$ cat config.mk
export PLATFORM = sky130hd
export DESIGN_NAME = usb_endpoint_descriptor_map
export DESIGN_NICKNAME = d
export VERILOG_FILES = /design/src/edb_pkg.sv /design/src/usb_endpoint_descriptor_map.sv
export SDC_FILE = /design/constraint.sdc
export NUM_CORES = 1
export LEC_CHECK = 0
export CAP_MARGIN = 20
export CELL_PAD_IN_SITES_DETAIL_PLACEMENT = 2
export CELL_PAD_IN_SITES_GLOBAL_PLACEMENT = 2
export CORE_MARGIN = 2
export CORE_UTILIZATION = 48
export CTS_CLUSTER_SIZE = 25
export DETAILED_ROUTE_END_ITERATION = 10
export DONT_BUFFER_PORTS = 1
export PLACE_DENSITY = 0.85
export SETUP_SLACK_MARGIN = 0.02
export SLEW_MARGIN = 20
export SYNTH_ARGS = -nofsm -noshare
export SYNTH_HDL_FRONTEND = slang
export SYNTH_SLANG_ARGS = --single-unit
$ cat constraint.sdc
create_clock -name clk -period 55.9 [get_ports clk]
set_input_delay 8.385 -clock clk [delete_from_list [all_inputs] [get_ports clk]]
set_output_delay 8.385 -clock clk [all_outputs]
set_load 0.01 [all_outputs]
$ cat src/edb_pkg.sv
// Package for the endpoint descriptor block: register map, field layout and buffer constants.
// Assumes one system clock domain; shared by the descriptor map module and its tests.
package edb_pkg;

	// ------------------------------------------------------------
	// Register map
	// ------------------------------------------------------------
	localparam logic [15:0] OUT_EP0_COUNT_ADDR = 16'hF004;
	localparam logic [3:0] EDB_PREFIX = 4'hF;
	localparam logic [4:0] EDB_ZERO_BITS = 5'h00;
	localparam logic [2:0] EP_FIRST = 3'h1;
	localparam logic [2:0] EP_LAST = 3'h4;
	localparam logic DIR_IN = 1'b0;
	localparam logic DIR_OUT = 1'b1;
	localparam logic [2:0] ENT_CONFIG = 3'h0;
	localparam logic [2:0] ENT_X_BASE = 3'h1;
	localparam logic [2:0] ENT_X_CNT_LO = 3'h2;
	localparam logic [2:0] ENT_X_CNT_HI = 3'h3;
	localparam logic [2:0] ENT_XY_SIZE = 3'h4;
	localparam logic [2:0] ENT_Y_BASE = 3'h5;
	localparam logic [2:0] ENT_Y_CNT_LO = 3'h6;
	localparam logic [2:0] ENT_Y_CNT_HI = 3'h7;

	// ------------------------------------------------------------
	// Fields and reset values
	// ------------------------------------------------------------
	localparam int CNT_FLAG_BIT = 7;
	localparam int DOUBLE_BUFFER_ENABLE_BIT = 4;
	localparam logic [6:0] EP0_MAX_COUNT = 7'h40;
	localparam logic [7:0] ENTRY_RESET = 8'h00;
	localparam logic [7:0] EP0_COUNT_RESET = 8'h00;

	// ------------------------------------------------------------
	// Packet RAM placement
	// ------------------------------------------------------------
	localparam logic [3:0] BUF_PREFIX = 4'hE;
	localparam logic [3:0] BUF_ALIGN_ZERO = 4'h0;
	localparam logic [15:0] EP0_OUT_BUF_START = 16'hE000;
	localparam logic [15:0] EP0_IN_BUF_START = 16'hE040;
	localparam logic [15:0] FREE_SPACE_START = 16'hE080;
	localparam logic [15:0] BUFFER_SPACE_TOP = 16'hEFFF;
	localparam logic [15:0] MAX_PKT_HIGH_SPEED = 16'h0200;
	localparam logic [15:0] MAX_PKT_FULL_SPEED = 16'h0040;

endpackage : edb_pkg

$ cat src/usb_endpoint_descriptor_map.sv
// Endpoint descriptor register bank with endpoint-0 OUT byte count and buffer address forming.
// Assumes the firmware bus and the protocol engine run on clk; host and firmware keep their part.
`timescale 1ns/1ps
module usb_endpoint_descriptor_map
	import edb_pkg::*;
(
	input wire logic clk,
	input wire logic sys_rst,
	input wire logic [15:0] reg_addr,
	input wire logic reg_wr,
	input wire logic reg_rd,
	input wire logic [7:0] reg_wdata,
	output logic [7:0] reg_rdata,
	output logic reg_hit,
	input wire logic ep0_out_done,
	input wire logic [10:0] ep0_out_len,
	output logic ep0_out_ack,
	output logic ep0_out_nak,
	output logic ep0_out_notify,
	output logic ep0_out_store_en,
	output logic [15:0] ep0_out_buf_addr,
	output logic [15:0] ep0_in_buf_addr,
	input wire logic [2:0] xfer_ep,
	input wire logic xfer_dir,
	input wire logic data_toggle_state,
	input wire logic high_speed,
	output logic [15:0] xfer_buf_addr,
	output logic xfer_use_y,
	output logic [15:0] xfer_max_pkt,
	output logic xfer_ep_valid
);
	import edb_pkg::*;

	// ------------------------------------------------------------
	// Storage
	// ------------------------------------------------------------
	logic [7:0] edb_mem [0:1][1:4][0:7];
	logic [7:0] out_ep0_byte_count;

	// ------------------------------------------------------------
	// Address decode
	// ------------------------------------------------------------
	function automatic logic ep_in_range(input logic [2:0] ep);
		ep_in_range = (ep >= EP_FIRST) && (ep <= EP_LAST);
	endfunction : ep_in_range

	// Descriptor window decode and entry selection.
	wire logic [2:0] acc_ep = reg_addr[6:4];
	wire logic acc_dir = reg_addr[3];
	wire logic [2:0] acc_ent = reg_addr[2:0];
	wire logic edb_hit = (reg_addr[15:12] == EDB_PREFIX) && (reg_addr[11:7] == EDB_ZERO_BITS)
		&& ep_in_range(acc_ep);
	wire logic cnt_hit = (reg_addr == OUT_EP0_COUNT_ADDR);
	assign reg_hit = edb_hit || cnt_hit;

	// ------------------------------------------------------------
	// Descriptor entries
	// ------------------------------------------------------------
	// Each entry is plain firmware storage; reset clears them, leaving double buffering off.
	generate
		for (genvar d = 0; d < 2; d++)
		begin : g_dir
			for (genvar e = 1; e <= 4; e++)
			begin : g_ep
				for (genvar k = 0; k < 8; k++)
				begin : g_ent
					always_ff @(posedge clk or posedge sys_rst)
					begin
						if (sys_rst)
							edb_mem[d][e][k] <= ENTRY_RESET;
						else if (reg_wr && edb_hit && acc_dir == 1'(d) && acc_ep == 3'(e)
							&& acc_ent == 3'(k))
							edb_mem[d][e][k] <= reg_wdata;
					end
				end
			end
		end
	endgenerate

	// ------------------------------------------------------------
	// Endpoint-0 OUT count and handshake flag
	// ------------------------------------------------------------
	// Oversize packets are dropped silently; legal packets land only while the flag is clear.
	wire logic ep0_flag = out_ep0_byte_count[CNT_FLAG_BIT];
	wire logic ep0_illegal = ep0_out_done && (ep0_out_len > {4'h0, EP0_MAX_COUNT});
	wire logic ep0_accept = ep0_out_done && !ep0_illegal && !ep0_flag;
	wire logic fw_flag_wr = reg_wr && cnt_hit;
	assign ep0_out_ack = ep0_accept;
	assign ep0_out_nak = ep0_out_done && !ep0_illegal && ep0_flag;
	assign ep0_out_notify = ep0_accept;
	assign ep0_out_store_en = ep0_accept;

	// Hardware setting the flag wins over a firmware clear in the same cycle.
	always_ff @(posedge clk or posedge sys_rst)
	begin
		if (sys_rst)
			out_ep0_byte_count <= EP0_COUNT_RESET;
		else if (ep0_accept)
			out_ep0_byte_count <= {1'b1, ep0_out_len[6:0]};
		else if (fw_flag_wr)
			out_ep0_byte_count[CNT_FLAG_BIT] <= reg_wdata[CNT_FLAG_BIT];
	end

	// ------------------------------------------------------------
	// Read data
	// ------------------------------------------------------------
	// Out-of-range endpoints fold onto endpoint 1 so the array is never indexed out of bounds.
	wire logic [2:0] acc_ep_idx = ep_in_range(acc_ep) ? acc_ep : EP_FIRST;
	wire logic [7:0] edb_rd = edb_mem[acc_dir][acc_ep_idx][acc_ent];

	// Read data is registered on a read strobe; unmapped reads return zero.
	always_ff @(posedge clk or posedge sys_rst)
	begin
		if (sys_rst)
			reg_rdata <= ENTRY_RESET;
		else if (reg_rd)
			reg_rdata <= cnt_hit ? out_ep0_byte_count : (edb_hit ? edb_rd : ENTRY_RESET);
	end

	// ------------------------------------------------------------
	// Buffer address forming
	// ------------------------------------------------------------
	function automatic logic [15:0] buf_addr(input logic [7:0] base);
		buf_addr = {BUF_PREFIX, base, BUF_ALIGN_ZERO};
	endfunction : buf_addr

	// Transfer lookup: pick X or Y by toggle only when double buffering is on.
	wire logic [2:0] lk_ep = ep_in_range(xfer_ep) ? xfer_ep : EP_FIRST;
	wire logic [7:0] lk_cfg = edb_mem[xfer_dir][lk_ep][ENT_CONFIG];
	wire logic lk_double_buffer_enable = lk_cfg[DOUBLE_BUFFER_ENABLE_BIT];
	wire logic lk_use_y = lk_double_buffer_enable && data_toggle_state;
	wire logic [7:0] lk_base = lk_use_y ? edb_mem[xfer_dir][lk_ep][ENT_Y_BASE]
		: edb_mem[xfer_dir][lk_ep][ENT_X_BASE];

	// Data outputs are registered to give one cycle of lookup latency.
	always_ff @(posedge clk or posedge sys_rst)
	begin
		if (sys_rst)
		begin
			xfer_buf_addr <= EP0_OUT_BUF_START;
			xfer_use_y <= 1'b0;
			xfer_max_pkt <= MAX_PKT_FULL_SPEED;
			xfer_ep_valid <= 1'b0;
			ep0_out_buf_addr <= EP0_OUT_BUF_START;
			ep0_in_buf_addr <= EP0_IN_BUF_START;
		end
		else
		begin
			xfer_buf_addr <= buf_addr(lk_base);
			xfer_use_y <= lk_use_y;
			xfer_max_pkt <= high_speed ? MAX_PKT_HIGH_SPEED : MAX_PKT_FULL_SPEED;
			xfer_ep_valid <= ep_in_range(xfer_ep);
			ep0_out_buf_addr <= EP0_OUT_BUF_START;
			ep0_in_buf_addr <= EP0_IN_BUF_START;
		end
	end
endmodule : usb_endpoint_descriptor_map

==> results by group, run 1 <==
Cells and area
  – Multi-input logic area: approximately 0.013 mm²
  – Fillers: approximately 5200
  – Register area: roughly 0.014 mm²
  – Nets@finish: about 2100
  – Most common library cell in the layout ignoring fill and taps: dfrtp_1
  – Ant diodes: 0
  – Synth-to-Final Area Change: 8.276%
  – Most frequent cells in the layout: dfrtp_1 (539), mux2_2 (530), mux2i_1 (243)
  – Layout cell share with drive strength beyond 1: between 30% and 40%

STA
  – Final Setup Violations: 0
  – Slew headroom: a little under a quarter
  – Peak Freq: around 53 MHz
  – Setup TNS: 0 ns
  – Worst-Margin Slew: 1.141 ns
  – Pins Over Slew Limit: 0
  – Clk_skew: between 0.02 and 0.025 ns
  – Final critical-path required period: approximately 19 ns
  – RSZ-0062 raised after global routing: false
  – Final Hold Vio Count: 0
  – Final period utilization: 33.54%
  – Worst hold margin: around 0.5 ns

Global routing
  – Initial antenna violation count: 0
  – Largest net degree at the start of global routing: ~260
  – First-pass GRT wire length: 150500 µm
  – Grt met1 use: a little over two fifths
  – Global Route Usage Sum: 35.30%
  – Most Used Layer, Global Route: met2
  – Grt met3 use: 8.398%
  – Number of global-route vias before repair: 21660
  – Overflow after GRT: 0
  – Met2 usage: around three fifths

Die
  – Die width: ~240 µm
  – Cell Rows: 87
  – Initial core utilization: 48.24%
  – Core box area: around 0.056 mm²
  – Die H: around 240 µm
  – Top Ports: roughly 130
  – Die ar.: between 0.05 and 0.06 mm²

Clock network
  – CTS tree: built
  – Reg clk slew, reported paths: 0.06 ns
  – Worst skew pair latency: ~0.65 ns
  – Clk buf depth: 3
  – Post-CTS Setup Bufs: 0
  – H-Tree Depth: 2
  – Post-CTS sizing: 0
  – Root buf cell: clkbuf_16
  – Post-CTS Hold Buffers: 0
  – CTS Buf Count: 59
  – Clk sinks: 540

Critical path
  – CP startpoint kind: input pin
  – Path depth of the worst reg2reg path: 7
  – R2R setup slack: approximately 53 ns
  – Worst Path Arrival: ~10 ns
  – Reg-to-reg endpoint: xfer_buf_addr[5]
  – Worst setup path start: reg_addr[9]
  – Critical Path Sink: reg_hit
  – CP Capture Type: primary output
  – Critical path type: input pin to primary output
  – Critical-path maximum fanout: 11
  – Worst R2R Start: edb_mem[188]
  – Worst endpoint required time: ~48 ns

Route
  – DRC: 0
  – Vias per inst: 6.588
  – Vias: ~19000
  – Routed wire length: 101800 µm
  – First DRT Iteration DRCs: approximately 1400
  – Drt first pass iters: 5
  – Routed WL per cell: between 30 and 40 µm
  – Antenna-violating nets left: 0

Synthesis
  – Sequential area share after synthesis: between 40% and 50%
  – Asr flop ratio synth: between 90% and 100%
  – Synth cell types: 66
  – Synth Warn #: 0
  – Synthesis-stage register bit count: 540
  – Gate count of the mapped netlist: between 2000 and 2500
  – Post-synth EDFFs: 0
  – Post-Syn Area per Cell: 12.43 µm²
  – Top cell type's share of synthesized area: between 40% and 50%
  – Cell Area, Synth: between 0.02 and 0.03 mm²
  – Dominant synthesized flop cell: dfrtp_1
  – Top area cells in the synthesized netlist: dfrtp_1 (50%), mux2_2 (22%), mux2i_1 (9.0%)
  – Cell accounting for the most synthesized area: dfrtp_1

Flow run
  – Total of max-cap violations: 0

Hold path
  – Hold Path Cell Cnt: 1
  – Worst Hold Class: register to register

Outcome
  – Status: complete, no violations

Placed design
  – Gpl congestion: 0.8085
  – DP HPWL: approximately 58000 µm
  – Port Buf Inserts: 0

Power
  – Power per Cell Area: ~29 mW/mm²
  – Maximum VDD drop: approximately 0.025 mV
  – Pleak: between 10 and 15 nW
  – Tot Pwr: between 0.0008 and 0.0009 W
[area by class of cell]
class                      count  area share (%)
clock buffer                  85           6.029
clock inverter                22          0.6580
inverter                       7          0.1154
multi-input combinational   1462           43.26
sequential                   540           46.15
tap                          756           3.230
timing repair buffer          21          0.5640
[through the flow]
stage	util (%)	worst slack (ns)	cell area, µm²	cells
6_report	52.24	37.15	29280	2893
3_5_place_dp	48.73	37.30	27320	2786
5_1_grt	52.24	37.13	29280	2893
4_1_cts	52.22	37.21	29280	2893
3_3_place_gp	48.73	37.30	27320	2786
2_1_floorplan	-	32.42	27240	2228
[sequential cells by signal, indices dropped and copies added (netlist names)]
| name | count |
|---|---|
| xfer_ep_valid | 1 |
| xfer_max_pkt | 2 |
| xfer_use_y | 1 |
| edb_mem | 512 |
| reg_rdata | 8 |
| xfer_buf_addr | 8 |
| out_ep0_byte_count | 8 |
[cell families after synthesis]
group           Yosys count  synth area share (%)
flops                   540                 49.97
buf+inv                 226                 4.066
compound gates          376                 8.614
mux                     800                 32.60
simple gates            227                 4.561
other cells               2               0.02777
xor+xnor                  5                0.1619
[routing by layer]
metal  vias up  part of all wire (%)
met3       303                   6.8
met4         0                   5.1
met1     10280                    38
met5         -                     0
met2       780                    50
li1       7696                     -
[where the power goes]
group / switching, W / internal [W] / total (W) / leakage, nW
Clock: 0.000175 / 0.000228 / 0.000403 / 0.972
Combinational: 0.0000314 / 0.0000127 / 0.0000441 / 5.93
Sequential: 0.00000310 / 0.000393 / 0.000396 / 7.52
[worst min path at each step]
stage | slack [ns] | end | from
after global routing | 0.52 | edb_mem[249] | edb_mem[249]
final | 0.50 | edb_mem[105] | edb_mem[105]
after floorplan | 0.46 | edb_mem[174] | edb_mem[174]
after detailed placement | 0.48 | edb_mem[105] | edb_mem[105]
after CTS | 0.50 | edb_mem[105] | edb_mem[105]
after global placement | 0.47 | edb_mem[174] | edb_mem[174]
[worst max-delay path, cell delays in order]
cell     delay, ns
or4_4         0.54
nor4_4        0.49
and4b_1       0.64
or2_2         0.30
[Yosys cell counts (9+ instances only)]
cell type	count
nand2_1	60
nand2_2	64
a31oi_1	18
buf_1	12
mux2i_1	243
buf_2	33
o211ai_1	28
nor2_1	37
mux4_2	10
mux2_2	530
o21ai_0	126
clkbuf_1	118
dfrtp_1	539
a21oi_1	92
buf_4	56
a22oi_1	39
a31o_2	9
mux2_1	17
No activity file was read; power rests on OpenSTA's default activity.
==> inputs of run 2 (changes only) <==
--- a/config.mk
+++ b/config.mk
@@ -9,11 +9,11 @@
 export CELL_PAD_IN_SITES_DETAIL_PLACEMENT = 2
 export CELL_PAD_IN_SITES_GLOBAL_PLACEMENT = 2
 export CORE_MARGIN = 2
-export CORE_UTILIZATION = 48
+export CORE_UTILIZATION = 45
 export CTS_CLUSTER_SIZE = 25
 export DETAILED_ROUTE_END_ITERATION = 10
 export DONT_BUFFER_PORTS = 1
-export PLACE_DENSITY = 0.85
+export PLACE_DENSITY = 0.8
 export SETUP_SLACK_MARGIN = 0.02
 export SLEW_MARGIN = 20
 export SYNTH_ARGS = -nofsm -noshare
==> constraint.sdc (replaced) <==
create_clock -name clk -period 19 [get_ports clk]
set_input_delay 2.85 -clock clk [delete_from_list [all_inputs] [get_ports clk]]
set_output_delay 2.85 -clock clk [all_outputs]
set_load 0.01 [all_outputs]
==> results by group, run 2 (synthesized netlist as in run 1, its figures left out) <==
Outcome
  – Status: complete, no violations

Global routing
  – Largest net degree at the start of global routing: ~260
  – First-pass GRT wire length: between 100000 and 150000 µm
  – Global Route Usage Sum: 29.38%
  – Overflow after GRT: 0
  – Initial antenna violation count: 0
  – Number of global-route vias before repair: approximately 21000

Die
  – Cell Rows: a little under 90
  – Core box area: between 0.05 and 0.06 mm²
  – Die ar.: 0.06208 mm²
  – Die width: 249.2 µm
  – Die H: between 200 and 250 µm
  – Initial core utilization: between 40% and 50%
  – Top Ports: between 100 and 150

Route
  – Drt first pass iters: 5
  – Vias per inst: roughly 6.3
  – Routed WL per cell: slightly above 30 µm
  – First DRT Iteration DRCs: around 1000
  – Routed wire length: a little over 90000 µm
  – Vias: 18320
  – DRC: 0
  – Antenna-violating nets left: 0

Critical path
  – CP Capture Type: primary output
  – Critical-path cell list: or4_4 > nor4_4 > and4b_1 > or2_2
  – Critical path type: input pin to primary output
  – Worst R2R Start: edb_mem[252]
  – Worst Path Arrival: about 4.6 ns
  – Path depth of the worst reg2reg path: 7
  – Worst endpoint required time: between 15 and 20 ns
  – Crit-path leading delay family: simple AND/OR/NAND/NOR gates
  – R2R setup slack: around 16 ns
  – Crit path buffers/inverters: 0
  – Critical-path maximum fanout: 11
  – Reg-to-reg endpoint: xfer_buf_addr[5]
  – CP max-delay cell: and4b_1
  – CP startpoint kind: input pin
  – CP max stage delay: 0.53 ns

STA
  – Slew headroom: between 20% and 30%
  – Worst-Margin Slew: ~1.1 ns
  – Final critical-path required period: roughly 7.4 ns
  – Clk_skew: about 0.024 ns
  – Pins Over Slew Limit: 0
  – RSZ-0062 raised after global routing: false
  – Final Hold Vio Count: 0
  – Peak Freq: between 100 and 150 MHz
  – Final period utilization: between 30% and 40%
  – Setup TNS: 0 ns
  – Final Setup Violations: 0

Clock network
  – Worst skew pair latency: 0.64 ns
  – H-Tree Depth: 2
  – Reg clk slew, reported paths: ~0.06 ns
  – Root buf cell: clkbuf_16
  – Clk sinks: 540
  – CTS Buf Count: 59
  – Post-CTS Hold Buffers: 0
  – Post-CTS sizing: 0
  – Post-CTS Setup Bufs: 0
  – Clk buf depth: 3
  – CTS tree: built

Placed design
  – Cell total after placement: 2800
  – DP HPWL: 54170 µm
  – Port Buf Inserts: 0
  – Gpl congestion: ~0.79

Hold path
  – WHS Endpoint: edb_mem[235]
  – Worst hold start: edb_mem[235]
  – Worst Hold Class: register to register
  – Hold Path Cell Cnt: 1

Cells and area
  – Layout cell share with drive strength beyond 1: roughly a third
  – Biggest register: edb_mem
  – Fillers: 5588
  – Nets@finish: 2134
  – Most common library cell in the layout ignoring fill and taps: dfrtp_1
  – Post-layout util: 49.36%
  – Most frequent cells in the layout: dfrtp_1 (539), mux2_2 (530), mux2i_1 (243)
  – Post-route insts no fill: 2906
  – Synth-to-Final Area Change: 8.119%
  – Largest register FFs: just over 500

Flow run
  – Total of max-cap violations: 0

Power
  – Tot Pwr: 0.002437 W
  – Power per Cell Area: approximately 83 mW/mm²
  – Pleak: roughly 14 nW
  – Maximum VDD drop: roughly 0.067 mV
## run 2: cell count changes in the layout (fill, tap and decap cells not counted), moves of 3 or more
cell | before | now
clkbuf_1 | 8 | 13
buf_4 | 19 | 15
clkbuf_8 | 17 | 14
clkinvlp_4 | 3 | 0
## run 2: cell type report
class | count | area (µm²) | area share, %
antenna | 1 | 2.502 | 0.008558
clock buffer | 87 | 1743 | 5.960
clock inverter | 18 | 158.9 | 0.5434
inverter | 7 | 33.78 | 0.1155
multi-input combinational | 1462 | 12670 | 43.32
sequential | 540 | 13510 | 46.22
tap | 773 | 967.2 | 3.308
timing repair buffer | 18 | 155.1 | 0.5306
## run 2: worst register-to-register path, cell delays in order (launching register included)
cell      delay (ns)
dfrtp_1         0.37
mux2i_1         0.12
o21ai_0         0.23
o311ai_1        0.28
a21oi_2         0.52
buf_4           0.41
mux4_2          0.63
a22o_1          0.28
## run 2: per-stage QoR
step,cell area [µm²],worst slack [ns],hold slack [ns]
final,29240,11.58,0.4951
after global routing,29240,11.46,0.5197
after CTS,29230,11.35,0.4991
after detailed placement,27330,11.37,0.4863
after global placement,27330,11.44,0.4697
after floorplan,27240,1.058,0.4585
## run 2: worst max path at each step
stage / slack (ns) / depth (start not counted) / startpoint / end
detailed placement: 11.37 / 4 / ep0_out_len[0] / ep0_out_ack
CTS: 11.35 / 4 / ep0_out_len[0] / ep0_out_ack
global placement: 11.44 / 4 / ep0_out_len[0] / ep0_out_ack
floorplan: 1.06 / 1 / sys_rst / edb_mem[0]
finish: 11.58 / 4 / reg_addr[9] / reg_hit
global route: 11.46 / 4 / reg_addr[9] / reg_hit
## run 2: power breakdown
group          leakage, nW  switching [W]  internal, W
clock                0.950       0.000489     0.000658
sequential            7.52     0.00000711      0.00116
combinational         5.91      0.0000888    0.0000369
total                 14.4       0.000585      0.00185
## run 2: per-layer routing
metal,vias up,part of all wire [%],track usage [%],wire length [µm]
met5,-,0,0,0
met1,10010,42,37.60,38110
met4,0,4.1,12.08,3761
met3,196,4.1,4.169,3722
li1,7671,-,-,-
met2,445,50,50.14,45050
==> inputs of run 3 (changes only) <==
==> constraint.sdc (replaced) <==
create_clock -name clk -period 7.6 [get_ports clk]
set_input_delay 1.14 -clock clk [delete_from_list [all_inputs] [get_ports clk]]
set_output_delay 1.14 -clock clk [all_outputs]
set_load 0.01 [all_outputs]
==> results by group, run 3 (synthesized netlist as in run 1, its figures left out) <==
Critical path
  – Critical path type: input pin to primary output
  – CP max stage delay: approximately 0.64 ns
  – CP Capture Type: primary output
  – CP max-delay cell: and4b_1
  – Crit-path leading delay family: simple AND/OR/NAND/NOR gates
  – Critical-path cell list: or4_4 > nor4_4 > and4b_1 > or2_2
  – CP startpoint kind: input pin
  – Crit path buffers/inverters: 0
  – Critical-path maximum fanout: 11
  – Worst Path Arrival: about 3 ns
  – Worst endpoint required time: about 6.5 ns

Global routing
  – Initial antenna violation count: 2
  – Largest net degree at the start of global routing: roughly 260
  – Number of global-route vias before repair: ~21000
  – First-pass GRT wire length: ~140000 µm
  – Global Route Usage Sum: between 20% and 30%
  – Overflow after GRT: 0

Route
  – Antenna-violating nets left: 0
  – Drt first pass iters: 4
  – Routed wire length: 91130 µm
  – DRC: 0
  – First DRT Iteration DRCs: ~1100
  – Routed WL per cell: approximately 31 µm
  – Vias: around 18000
  – Vias per inst: ~6.3

STA
  – Worst-Margin Slew: ~1.2 ns
  – Clk_skew: 0.01771 ns
  – Pins Over Slew Limit: 0
  – Final Setup Violations: 0
  – Final critical-path required period: approximately 4.2 ns
  – Final period utilization: a little under three fifths
  – Slew headroom: roughly a fifth
  – RSZ-0062 raised after global routing: false
  – Worst hold margin: between 0.4 and 0.5 ns
  – Setup TNS: 0 ns
  – Peak Freq: around 240 MHz
  – Final Hold Vio Count: 0
  – Worst setup margin: roughly 3.4 ns

Clock network
  – H-Tree Depth: 2
  – Worst skew pair latency: 0.64 ns
  – Clk sinks: 540
  – Reg clk slew, reported paths: roughly 0.06 ns
  – Post-CTS sizing: 0
  – Post-CTS Setup Bufs: 0
  – CTS tree: built
  – Clk buf depth: 3
  – CTS Buf Count: 61
  – Root buf cell: clkbuf_16
  – Post-CTS Hold Buffers: 0

Power
  – Power per Cell Area: 210.6 mW/mm²
  – Pleak: ~14 nW
  – Maximum VDD drop: about 0.22 mV

Placed design
  – Gpl congestion: 0.7909
  – Cell total after placement: 2802
  – DP Worst Slack: around 3.4 ns
  – DP HPWL: roughly 55000 µm
  – Port Buf Inserts: 0

Cells and area
  – Biggest register: edb_mem
  – Synth-to-Final Area Change: 8.633%
  – Most frequent cells in the layout: dfrtp_1 (539), mux2_2 (530), mux2i_1 (243)
  – Post-route insts no fill: between 2000 and 3000
  – Post-layout util: between 40% and 50%
  – Largest register FFs: a little over 500
  – Most common library cell in the layout ignoring fill and taps: dfrtp_1
  – Nets@finish: 2139
  – Layout cell share with drive strength beyond 1: around a third

Die
  – Initial core utilization: a little under half
  – Die width: 249.2 µm
  – Die H: approximately 250 µm
  – Cell Rows: 89
  – Core box area: ~0.059 mm²
  – Die ar.: 0.06208 mm²
  – Top Ports: 125

Flow run
  – Total of max-cap violations: 0

Outcome
  – Status: complete, no violations

Hold path
  – Worst Hold Class: register to register
[run 3: cell count changes in the layout (fill, tap and decap cells not counted), moves of 2 or more]
cell      previous run  this run
buf_12               1         3
clkinv_2            13         6
buf_4               15        17
nor2_2               5         3
buf_6                2         0
clkbuf_1            13        20
[run 3: report_power, final]
part	leakage, nW	internal, W	switching (W)	total (W)
registers	7.52	0.00289	0.0000177	0.00291
logic	5.94	0.0000959	0.000217	0.000312
clock network	0.975	0.00172	0.00125	0.00297
total	14.4	0.00471	0.00148	0.00619
[run 3: through the flow]
stage	instance area [µm²]	power (W)
after detailed placement	27370	0.003264
after CTS	29350	0.006228
after global routing	29380	0.006372
after floorplan	27240	0.003252
final	29380	0.006189
after global placement	27360	0.003254
[run 3: final cells by class]
| type | instances | area (µm²) |
|---|---|---|
| Tap cell | 773 | 967.2 |
| Multi-Input combinational cell | 1462 | 12670 |
| Clock inverter | 15 | 190.2 |
| Fill cell | 5642 | 29860 |
| Inverter | 7 | 30.03 |
| Clock buffer | 95 | 1794 |
| Timing Repair Buffer | 21 | 215.2 |
| Antenna cell | 1 | 2.502 |
| Sequential cell | 540 | 13510 |
[run 3: worst reg2reg max path, cell delays in order, from the launching register on]
cell	delay, ns
dfrtp_1	0.40
mux2i_1	0.25
nor3_1	0.11
o311ai_1	0.72
a21oi_2	0.10
buf_4	0.29
mux4_2	0.53
a22o_1	0.27
[run 3: worst paths after layout]
check	from	endpoint	slack, ns	cells after the start
min in group asynchronous	sys_rst	xfer_max_pkt[9]	0.56	1
min	edb_mem[170]	edb_mem[170]	0.50	1
max reg2reg	edb_mem[188]	xfer_buf_addr[5]	4.81	7
max in group asynchronous	sys_rst	edb_mem[26]	5.23	3
min reg2reg	edb_mem[170]	edb_mem[170]	0.50	1
max	reg_addr[9]	reg_hit	3.38	4
[run 3: metal layers]
layer	vias to the layer above	global-route usage [%]	share of wire, %
li1	7692	-	-
met1	9904	37.38	42
met2	459	50.98	50
met3	170	4.859	4.7
met4	0	9.742	3.2
met5	-	0	0
